`src/rtl/tws_pkg.sv`:
```
// Shared constants for the two-wire bus address phase block
package tws_pkg;
    localparam int TWS_BYTE_BITS = 8;
    localparam int TWS_DONE_EDGE = 9;
    localparam logic [7:0] TWS_BUF_RESET = 8'hFF;
    localparam logic [3:0] TWS_CNT_RESET = 4'h0;
    localparam int TWS_FIFO_DEPTH = 8;
    typedef enum logic [1:0] {
        TWS_IDLE = 2'b00,
        TWS_ADDR = 2'b01,
        TWS_CMD = 2'b10,
        TWS_DATA = 2'b11
    } tws_frame_t;
endpackage

```
`src/rtl/tws_fifo.sv`:
```
// Small synchronous FIFO for received bytes
`timescale 1ns/1ps
`default_nettype none
module tws_fifo #(
    parameter int WIDTH = 8,
    parameter int DEPTH = 8
) (
    input wire logic mclk,
    input wire logic nrst,
    input wire logic [WIDTH-1:0] inData,
    input wire logic inValid,
    output logic inReady,
    output logic [WIDTH-1:0] outData,
    output logic outValid,
    input wire logic outReady
);
    localparam int AW = $clog2(DEPTH);
    logic [WIDTH-1:0] mem [DEPTH];
    logic [AW-1:0] wrPtr;
    logic [AW-1:0] rdPtr;
    logic [AW:0] count;
    wire doWrite = inValid && inReady;
    wire doRead = outValid && outReady;
    // Honest full and empty from the fill count
    assign inReady = (count != (AW+1)'(DEPTH));
    assign outValid = (count != '0);
    assign outData = mem[rdPtr];
    // Storage write
    always_ff @(posedge mclk) begin
        if (doWrite) begin
            mem[wrPtr] <= inData;
        end
    end
    // Pointers and fill count
    always_ff @(posedge mclk) begin
        if (!nrst) begin
            wrPtr <= '0;
            rdPtr <= '0;
            count <= '0;
        end else begin
            if (doWrite) wrPtr <= (wrPtr == AW'(DEPTH - 1)) ? '0 : wrPtr + 1'b1;
            if (doRead) rdPtr <= (rdPtr == AW'(DEPTH - 1)) ? '0 : rdPtr + 1'b1;
            count <= count + (AW+1)'(doWrite) - (AW+1)'(doRead);
        end
    end
endmodule
`default_nettype wire

```
`src/rtl/tws_slave.sv`:
```
// Two-wire bus slave station: clock sampling, conditions, address frame
// Functional notes
// - A byte moves in the first 8 clock cycles, the ninth cycle is handshake.
// - The address is eight bits sent most significant bit first, bit 7 to bit 0.
// - A received address byte is taken as the identity of the slave being selected.
// - A shift buffer write with the unit enabled starts a transfer ending in a request on edge 9.
// - With the wake-up filter off the request sets on every 9th rise, else only on own address.
`timescale 1ns/1ps
`default_nettype none
module tws_slave
    import tws_pkg::*;
#(
    parameter int FIFO_DEPTH = TWS_FIFO_DEPTH
) (
    input wire logic mclk,
    input wire logic nrst,
    input wire logic serialClock,
    input wire logic serialDataIn,
    output logic serialDataOut,
    output logic serialDataOe,
    input wire logic serialUnitEnable,
    input wire logic wakeupAddressFilter,
    input wire logic [7:0] ownSlaveAddress,
    input wire logic [7:0] shiftBufferWrData,
    input wire logic shiftBufferWrite,
    output logic [7:0] shiftBuffer,
    output logic transferDoneRequest,
    output logic addressMatch,
    output logic busReleaseSeen,
    output logic commandSeen,
    output logic [1:0] frameKind,
    output logic [7:0] rxData,
    output logic rxValid,
    input wire logic rxReady,
    output logic rxOverflow
);
    // Two-flop synchronisers for the pins; reset to the idle high level
    // so that neither a false clock edge nor a false condition follows reset
    logic sckMeta, sckSync, sckLast;
    logic sdaMeta, sdaSync, sdaLast;
    always_ff @(posedge mclk) begin
        if (!nrst) begin
            sckMeta <= 1'b1;
            sckSync <= 1'b1;
            sckLast <= 1'b1;
            sdaMeta <= 1'b1;
            sdaSync <= 1'b1;
            sdaLast <= 1'b1;
        end else begin
            sckMeta <= serialClock;
            sckSync <= sckMeta;
            sckLast <= sckSync;
            sdaMeta <= serialDataIn;
            sdaSync <= sdaMeta;
            sdaLast <= sdaSync;
        end
    end

    wire sckRise = sckSync && !sckLast;
    wire sckFall = !sckSync && sckLast;
    wire relCond = sckSync && sckLast && sdaSync && !sdaLast;
    wire cmdCond = sckSync && sckLast && !sdaSync && sdaLast;

    // Software load of the buffer, honoured only with the unit enabled
    wire loadStrobe = shiftBufferWrite && serialUnitEnable;

    logic [3:0] bitCount;
    logic [3:0] next_bitCount;
    logic [7:0] next_shiftBuffer;
    logic [7:0] loadValue;
    logic active;
    tws_frame_t frame;
    logic relPending;
    logic fifoInReady;
    logic ninthRise;
    logic isAddrByte;
    logic ownMatch;
    logic raiseReq;

    // True while the current byte still has bits to move
    // Shared by the counter, the shift and the line driver
    function automatic logic in_byte(input logic [3:0] count);
        return count < 4'(TWS_BYTE_BITS);
    endfunction

    assign ninthRise = active && sckRise && (bitCount == 4'(TWS_DONE_EDGE - 1));
    assign isAddrByte = (frame == TWS_ADDR);
    assign ownMatch = isAddrByte && (shiftBuffer == ownSlaveAddress);
    assign raiseReq = ninthRise && (!wakeupAddressFilter || ownMatch);
    assign next_bitCount = in_byte(bitCount) ? bitCount + 4'h1 : bitCount;
    // MSB first shift; sample on rise
    assign next_shiftBuffer = {shiftBuffer[6:0], sdaSync};

    // Bit counter and transfer activity
    always_ff @(posedge mclk) begin
        if (!nrst) begin
            bitCount <= TWS_CNT_RESET;
            active <= 1'b0;
        end else if (relCond || cmdCond) begin
            bitCount <= TWS_CNT_RESET;
        end else if (loadStrobe) begin
            bitCount <= TWS_CNT_RESET;
            active <= 1'b1;
        end else if (!serialUnitEnable) begin
            active <= 1'b0;
            bitCount <= TWS_CNT_RESET;
        end else if (ninthRise) begin
            bitCount <= TWS_CNT_RESET;
        end else if (active && sckRise) begin
            bitCount <= next_bitCount;
        end
    end

    // Shift buffer: software load or serial shift
    always_ff @(posedge mclk) begin
        if (!nrst) begin
            shiftBuffer <= TWS_BUF_RESET;
        end else if (loadStrobe) begin
            shiftBuffer <= shiftBufferWrData;
        // A condition cancels any rise that led into it: restart from the load
        end else if (relCond || cmdCond) begin
            shiftBuffer <= loadValue;
        // sample during first eight rises, hold after
        end else if (active && sckRise && in_byte(bitCount)) begin
            shiftBuffer <= next_shiftBuffer;
        end
    end

    // Copy of the last load, replayed when a condition restarts the byte;
    // the master's clock rise ahead of a release would otherwise eat a bit
    always_ff @(posedge mclk) begin
        if (!nrst) begin
            loadValue <= TWS_BUF_RESET;
        end else if (loadStrobe) begin
            loadValue <= shiftBufferWrData;
        end
    end

    // frame kind after release and command conditions
    always_ff @(posedge mclk) begin
        if (!nrst) begin
            frame <= TWS_IDLE;
            relPending <= 1'b0;
            busReleaseSeen <= 1'b0;
            commandSeen <= 1'b0;
        end else begin
            if (relCond) begin
                relPending <= 1'b1;
                busReleaseSeen <= 1'b1;
                commandSeen <= 1'b0;
            end else if (cmdCond) begin
                frame <= relPending ? TWS_ADDR : TWS_CMD;
                relPending <= 1'b0;
                commandSeen <= 1'b1;
            end else if (ninthRise) begin
                frame <= TWS_DATA;
                busReleaseSeen <= 1'b0;
                commandSeen <= 1'b0;
            end
        end
    end

    // Drive line: open drain pulls low for zero bits while sending
    always_ff @(posedge mclk) begin
        if (!nrst) begin
            serialDataOe <= 1'b0;
            serialDataOut <= 1'b0;
            transferDoneRequest <= 1'b0;
            addressMatch <= 1'b0;
            frameKind <= TWS_IDLE;
            rxOverflow <= 1'b0;
        end else begin
            serialDataOut <= 1'b0;
            // Next bit goes out at each falling clock while the byte moves
            if (sckFall) begin
                serialDataOe <= in_byte(bitCount) && !shiftBuffer[7];
            end
            // Release on a load, at the byte end, when idle and while filtering;
            // a pull at load time would fake a command condition on the bus
            if (loadStrobe || !active || ninthRise || wakeupAddressFilter) begin
                serialDataOe <= 1'b0;
            end
            transferDoneRequest <= raiseReq;
            if (ninthRise) begin
                addressMatch <= ownMatch;
            end
            frameKind <= frame;
            rxOverflow <= ninthRise && !fifoInReady;
        end
    end

    // Received bytes go to the FIFO on each completed byte that raises the request
    // A byte that finds the queue full is dropped and flagged as overflow,
    // so software must drain the queue at least once per eight bytes
    tws_fifo #(
        .WIDTH(TWS_BYTE_BITS),
        .DEPTH(FIFO_DEPTH)
    ) rxFifo (
        .mclk(mclk),
        .nrst(nrst),
        .inData(shiftBuffer),
        .inValid(raiseReq),
        .inReady(fifoInReady),
        .outData(rxData),
        .outValid(rxValid),
        .outReady(rxReady)
    );
endmodule
`default_nettype wire

```
`config.mk`:
```
export PLATFORM = sky130hd
export DESIGN_NAME = tws_slave
export DESIGN_NICKNAME = d
export VERILOG_FILES = /design/src/rtl/tws_pkg.sv /design/src/rtl/tws_fifo.sv /design/src/rtl/tws_slave.sv
export SDC_FILE = /design/constraint.sdc
export NUM_CORES = 1
export LEC_CHECK = 0
export ABC_AREA = 1
export CAP_MARGIN = 20
export CORE_MARGIN = 3
export CORE_UTILIZATION = 47
export DETAILED_ROUTE_END_ITERATION = 10
export DONT_BUFFER_PORTS = 1
export GPL_TIMING_DRIVEN = 0
export PLACE_DENSITY = 0.76
export SYNTH_ARGS = -nofsm -noshare
export SYNTH_HDL_FRONTEND = slang
export SYNTH_SLANG_ARGS = --single-unit
```
`constraint.sdc`:
```
create_clock -name mclk -period 2.1 [get_ports mclk]
set_input_delay 0.105 -clock mclk [delete_from_list [all_inputs] [get_ports mclk]]
set_output_delay 0.105 -clock mclk [all_outputs]
set_load 0.1 [all_outputs]
```
=== Word-level counts from Yosys, hierarchy flattened ===
Memory sizes are Yosys's and may differ from the RTL's. A register that Yosys moved wholly into a read port is not among the register bits.
Cells that the tools add are included.

* Register bits: 48
* RAM bits: 64
* Bits of input ports: 24
* Output and inout port bits: 26
* Memories: 1

* Add/sub/neg operators: 5
* $lt $le $gt $ge: 1
* Eq/ne operators: 8
* Muxes and demuxes: 20
* Bitwise logic cells: 4
* Reductions and logical operators: 42

{| class="wikitable"
|+ Memory list
! memory !! depth !! width !! read ports !! clocked after Yosys merged registers in !! write ports !! RTL line !! RTL
|-
| rxFifo.mem || 8 || 8 || 1 || 1 || 1 || tws_fifo.sv:18 || <nowiki>logic [WIDTH-1:0] mem [DEPTH];</nowiki>
|}

{| class="wikitable"
|+ Operators with widths
! cell !! count
|-
| 8-bit 2-to-1 mux || 3
|-
| 1-bit logical AND || 17
|-
| 3-bit 2-to-1 mux || 4
|-
| 1-bit 2-to-1 mux || 10
|-
| 8-bit == test || 1
|-
| 1-bit logical NOT || 8
|-
| 2-bit AND reduction || 4
|-
| 3-bit by 1-bit adder with 3-bit output (second input constant) || 2
|-
| 3-bit == test (second input constant) || 2
|-
| 2-bit 2-to-1 mux || 3
|-
| 2-bit nonzero test || 3
|-
| 1-bit logical OR || 5
|-
| 5-bit OR reduction || 1
|-
| 4-bit by 1-bit adder with 4-bit output || 1
|-
| 4-bit by 1-bit adder with 4-bit output (second input constant) || 1
|-
| 4-bit == test (second input constant) || 1
|-
| 4-bit < comparator (second input constant) || 1
|-
| 4-bit != test (second input constant) || 1
|-
| 1-bit NOT || 4
|-
| 4-bit nonzero test || 1
|-
| 2-bit OR reduction || 2
|-
| 4-bit by 1-bit subtractor with 4-bit output || 1
|-
| 3-bit nonzero test || 1
|-
| 2-bit by 1-bit == test with 1-bit output (second input constant) || 1
|-
| other kinds (2) || 2
|}

=== Depth between registers and ports, before layout ===
* Depth after elaboration: 8
* Gate-level depth with buffers: 17

=== Modules after synthesis ===
Synthesis repeated with hierarchy kept, for this count alone.

* Cells, all modules: 632
* Area total of the unflattened synthesis: 5502.8 sq um

{| class="wikitable"
|+ By module, submodules not included
! module !! instances !! cells each !! area each (sq um)
|-
| tws_fifo || 1 || 371 || 3563.4
|-
| tws_slave || 1 || 261 || 1939.4
|}

=== Worst setup path after synthesis ===
OpenSTA, ideal clock, no wires.

* Path type: reg-to-reg
* Start point: register shiftBuffer[0]
* End point: memory rxFifo.mem[0][0] (enable)
* Arrival: 2.541 ns
* Data required time: 1.717 ns
* Setup slack: -0.824 ns
* Stages on the path, launching flop included: 12
* Path through: dfxtp_1 inv_1 nand2_1 nand2_1 nor2_1 nand2_1 nor2_4 nand2_2 nand2_2 nand2_4 buf_6 nor3_1

* Word-level cells in the longest chain between the ends: 7

{| class="wikitable"
|+ RTL lines
! what !! RTL line !! RTL
|-
| start, declared || tws_slave.sv:26 || <nowiki>output logic [7:0] shiftBuffer,</nowiki>
|-
| start signal, assigned || tws_slave.sv:119 || <nowiki>shiftBuffer <= shiftBufferWrData;</nowiki>
|-
| start signal, assigned || tws_slave.sv:122 || <nowiki>shiftBuffer <= loadValue;</nowiki>
|-
| start signal, assigned || tws_slave.sv:125 || <nowiki>shiftBuffer <= next_shiftBuffer;</nowiki>
|-
| 8-bit == test || tws_slave.sv:88 || <nowiki>assign ownMatch = isAddrByte && (shiftBuffer == ownSlaveAddress);</nowiki>
|-
| 1-bit logical AND || tws_slave.sv:88 ||
|-
| 1-bit logical OR || tws_slave.sv:89 || <nowiki>assign raiseReq = ninthRise && (!wakeupAddressFilter || ownMatch);</nowiki>
|-
| 1-bit logical AND || tws_slave.sv:89 ||
|-
| 1-bit logical AND || tws_fifo.sv:22 || <nowiki>wire doWrite = inValid && inReady;</nowiki>
|-
| 1-bit 2-to-1 mux || tws_fifo.sv:30 || <nowiki>if (doWrite) begin</nowiki>
|-
| 1-bit 2-to-1 mux (implied by the code) || tws_fifo.sv:31 || <nowiki>mem[wrPtr] <= inData;</nowiki>
|-
| end, declared || tws_fifo.sv:18 ||
|}

No other way between the ends.

=== Worst setup path in the final report ===
* Start point: register shiftBuffer[6]
* End point: register rxFifo.count[1]

* Word-level cells in the longest chain between the ends: 7

{| class="wikitable"
|+ RTL lines
! what !! RTL line !! RTL
|-
| 8-bit == test || tws_slave.sv:88 ||
|-
| 1-bit logical AND || tws_slave.sv:88 ||
|-
| 1-bit logical OR || tws_slave.sv:89 ||
|-
| 1-bit logical AND || tws_slave.sv:89 ||
|-
| 1-bit logical AND || tws_fifo.sv:22 ||
|-
| named net rxFifo.doWrite || tws_fifo.sv:22 ||
|-
| 4-bit by 1-bit adder with 4-bit output || tws_fifo.sv:43 || <nowiki>count <= count + (AW+1)'(doWrite) - (AW+1)'(doRead);</nowiki>
|-
| 4-bit by 1-bit subtractor with 4-bit output || tws_fifo.sv:43 ||
|-
| end signal, assigned || tws_fifo.sv:43 ||
|-
| end, declared || tws_fifo.sv:21 || <nowiki>logic [AW:0] count;</nowiki>
|}

The timed path passes the listed nets, and every way through them passes these cells.
A chain may end at the register's enable or synchronous reset.

==> flow_results.xml <==
<?xml version="1.0" encoding="UTF-8"?>
<metrics>
  <group name="cts">
    <metric name="insertion_delay" unit="ns">0.51</metric>
    <metric name="ctsLongestPathBuffers" unit="">2</metric>
    <metric name="cts-buffers-inserted" unit="">17</metric>
    <metric name="clockRootBuffer" unit="">sky130_fd_sc_hd__clkbuf_8</metric>
    <metric name="clk_transition_reported_paths" unit="ns">0.06</metric>
    <metric name="clock_tree_from_tritoncts" unit="">done</metric>
    <metric name="number_of_sinks_driven_by_the_clock_tree" unit="">115</metric>
    <metric name="clock_tree.htree_level_count" unit="">4</metric>
  </group>
  <group name="layout">
    <metric name="num_antenna_cells" unit="">0</metric>
    <metric name="layout.core_utilization" unit="%">67.6</metric>
    <metric name="layout.filler_cells" unit="">704</metric>
    <metric name="layout.cells.non_filler" unit="">741</metric>
    <metric name="synthToLayoutAreaGrowth" unit="%">38.5</metric>
    <metric name="fraction_of_final_layout_cells_sized_beyond_drive_strength_1" unit="%">27.3</metric>
    <metric name="layout.cells.most_common" unit="">sky130_fd_sc_hd__nand2_1</metric>
    <metric name="final_cell_mix" unit="">85 x sky130_fd_sc_hd__nand2_1, 80 x sky130_fd_sc_hd__nor2_1, 64 x sky130_fd_sc_hd__edfxtp_1</metric>
    <metric name="fin_nets" unit="">633</metric>
  </group>
  <group name="floorplanning">
    <metric name="core_area" unit="um2">9910</metric>
    <metric name="boundaryPins" unit="">50</metric>
    <metric name="initial_utilization" unit="%">48.8</metric>
    <metric name="num_rows" unit="">36</metric>
    <metric name="die_x" unit="um">107</metric>
    <metric name="die_area" unit="um2">11500</metric>
    <metric name="chipHeight" unit="um">107</metric>
  </group>
  <group name="min_path">
    <metric name="timing.hold.worst.class" unit="">input port to flip-flop</metric>
  </group>
  <group name="global_route">
    <metric name="gr-usage-all-layers" unit="%">22.5</metric>
    <metric name="first_global_vias" unit="">3889</metric>
    <metric name="grt-ovfl-total" unit="">0</metric>
    <metric name="grt_first_pass_wirelength" unit="mm">19.5</metric>
    <metric name="grt_start_max_net_pins" unit="">17</metric>
    <metric name="initial_antenna_violation_count" unit="">0</metric>
  </group>
  <group name="worst_setup_path">
    <metric name="setup.worst_path.end_class" unit="">flip-flop</metric>
    <metric name="critPathArrivalTime" unit="ns">2.68</metric>
    <metric name="cp-start-kind" unit="">flip-flop</metric>
    <metric name="critical_path_required" unit="ns">2.49</metric>
    <metric name="setup.worst_path.class" unit="">flip-flop to flip-flop</metric>
    <metric name="timing.critical_path.fanout_max" unit="">7</metric>
  </group>
  <group name="synth">
    <metric name="ys.warnings.count" unit="">0</metric>
    <metric name="post-synth-top-area-fraction" unit="%">39.7</metric>
    <metric name="synth-seq-area-share" unit="%">60.8</metric>
    <metric name="yosys.area.top_type" unit="">sky130_fd_sc_hd__edfxtp_1</metric>
    <metric name="mappedNetlistArea" unit="um2">4840</metric>
    <metric name="syn_avg_cell_area" unit="um2">9.50</metric>
    <metric name="synthesis.nets" unit="">546</metric>
    <metric name="top_area_cells_in_the_synthesized_netlist" unit="">sky130_fd_sc_hd__edfxtp_1 40%, sky130_fd_sc_hd__dfxtp_1 21%, sky130_fd_sc_hd__nand2_1 6.8%</metric>
    <metric name="post_synth_inst_count" unit="">509</metric>
    <metric name="synth_cell_types" unit="">33</metric>
    <metric name="postSynthRegisterBits" unit="">115</metric>
  </group>
  <group name="detailed_routing">
    <metric name="dr.pass1.iters" unit="">5</metric>
    <metric name="first_iter_violations" unit="">239</metric>
    <metric name="final_antenna_net_count" unit="">0</metric>
    <metric name="drc" unit="">0</metric>
    <metric name="via_per_instance_ratio" unit="">5.31</metric>
    <metric name="dr_total_vias" unit="">3937</metric>
    <metric name="routedWlPerCell" unit="um">16.9</metric>
    <metric name="drt-total-wl" unit="mm">12.5</metric>
  </group>
  <group name="power">
    <metric name="power.leakage" unit="uW">0.00265</metric>
    <metric name="power_density" unit="nW/um2">1170</metric>
    <metric name="worst_ir_drop_vdd" unit="mV">1.15</metric>
  </group>
  <group name="sta">
    <metric name="rsz_0062_raised_after_global_routing" unit="">true</metric>
    <metric name="max_freq" unit="GHz">0.436</metric>
    <metric name="worst_slack" unit="ns">-0.193</metric>
    <metric name="totalNegativeSetupSlack" unit="ns">-7.12</metric>
    <metric name="slew_headroom" unit="%">34.6</metric>
    <metric name="timing_max_transition_violations_final" unit="">0</metric>
    <metric name="fin_skew" unit="ns">0.00969</metric>
    <metric name="tightestPinTransition" unit="ns">0.980</metric>
    <metric name="timing.final.hold_violations" unit="">0</metric>
    <metric name="final-setup-viol-count" unit="">67</metric>
    <metric name="post-route-min-period" unit="ns">2.29</metric>
    <metric name="period_share" unit="%">109</metric>
  </group>
  <group name="placed_design">
    <metric name="port_buffers" unit="">0</metric>
    <metric name="place_inst" unit="">650</metric>
    <metric name="place_congestion" unit="">0.859</metric>
    <metric name="dp.final_hpwl" unit="mm">7.56</metric>
  </group>
  <group name="outcome">
    <metric name="run_status" unit="">finished with violations</metric>
    <metric name="failed_checks" unit="">negative setup slack</metric>
  </group>
  <group name="run">
    <metric name="maxCapViolations" unit="">0</metric>
  </group>
</metrics>
[synth_stat cells (all sizes together)]
master / count
nand3b: 1
o211ai: 2
xnor2: 1
ha: 12
o22ai: 8
dfxtp: 51
clkinv: 1
nand4: 1
fa: 1
buf: 3
or2: 7
a41oi: 1
nor3: 13
a21oi: 17
a31oi: 8
o211a: 1
nand2: 91
conb: 1
inv: 51
a221oi: 1
nor2: 86
clkbuf: 14
edfxtp: 64
a2111oi: 1
nand3: 17
o21ai: 55
[state kept, by name (all words and copies together), names as in the netlist, 2 cells and up, named ones only]
name / flops
rxFifo.mem: 64
loadValue: 8
shiftBuffer: 8
bitCount: 4
rxFifo.count: 4
rxFifo.rdPtr: 3
rxFifo.wrPtr: 3
frameKind: 2
frame: 2
[per-stage QoR]
stage | worst slack [ns] | instance area, um2 | total power (uW) | hold WS [ns]
after floorplan | -0.550 | 5010 | 4380 | 0.212
after global routing | -0.291 | 6700 | 8190 | 0.0736
after CTS | -0.230 | 6520 | 7790 | 0.000231
after detailed placement | -0.382 | 5360 | 5120 | 0.214
final | -0.193 | 6700 | 7870 | 0.0331
after global placement | -1.02 | 5170 | 4620 | 0.214
[cell families after synthesis]
logic type	after synthesis	share of synthesized area [%]
AOI/OAI and AO/OA	94	10.6
xor gates and xnor gates	1	0.181
adders and majority gates	13	3.52
buffers and inverters	69	5.66
DFF	115	60.8
other	1	0.0775
and+or+nand+nor	216	19.1
[cell type report]
cell class                 instances  area [um2]  area share [%]
inverter                          52         215            3.21
timing repair buffer              68         801            12.0
sequential                       115        2980            44.5
buffer                            17         155            2.32
clock inverter                    12         109            1.62
clock buffer                      19         422            6.29
multi-input combinational        325        1850            27.6
tap                              133         166            2.48
[per-layer routing]
metal  share of wire, %  vias up  wire (um)  global-route usage (%)
li1                   -     1892          -                       -
met1                 39     1861       4890                    26.1
met2                 51      158       6380                    38.9
met3                7.8       26        972                    7.02
met4                2.3        0        285                    8.39
met5                  0        -          0                       0
[path summary, 6_finish.rpt]
path                    startpoint               to  slack [ns]  cells after the start
hold reg to reg            sckMeta          sckSync        0.42                      1
setup reg to reg    shiftBuffer[6]  rxFifo.count[1]       -0.19                     15
setup / recovery    shiftBuffer[6]  rxFifo.count[1]       -0.19                     15
hold / removal    shiftBufferWrite     loadValue[6]        0.03                      3
[critical path: stages (launching register included)]
cell and delay, ns:
sky130_fd_sc_hd__dfxtp_4 0.58, sky130_fd_sc_hd__inv_2 0.06, sky130_fd_sc_hd__nand2_1 0.06, sky130_fd_sc_hd__nand2_1 0.05, sky130_fd_sc_hd__nor2_2 0.10, sky130_fd_sc_hd__nand2_1 0.06
sky130_fd_sc_hd__nor2_1 0.11, sky130_fd_sc_hd__nand2_2 0.08, sky130_fd_sc_hd__nand2_2 0.09, sky130_fd_sc_hd__nand2_4 0.07, sky130_fd_sc_hd__buf_12 0.14, sky130_fd_sc_hd__clkinv_4 0.04
sky130_fd_sc_hd__ha_4 0.12, sky130_fd_sc_hd__inv_2 0.03, sky130_fd_sc_hd__fa_2 0.51, sky130_fd_sc_hd__nor2_1 0.04
[where the power goes]
part	internal [uW]	switching, uW
Clock	1560	987
Sequential	2510	266
Combinational	914	1630
[repair_timing]
| item | in CTS | in global routing |
|---|---|---|
| pin swaps | 15 | 18 |
| gates cloned | 1 | 1 |
| buffers inserted | 29 | 11 |
| endpoints found under the hold margin | 42 | 0 |
| hold buffers | 18 | 0 |
| setup endpoints to repair | 75 | 76 |
| gates resized for setup | 42 | 34 |
Note: power is estimated with default switching activity, not from simulation.
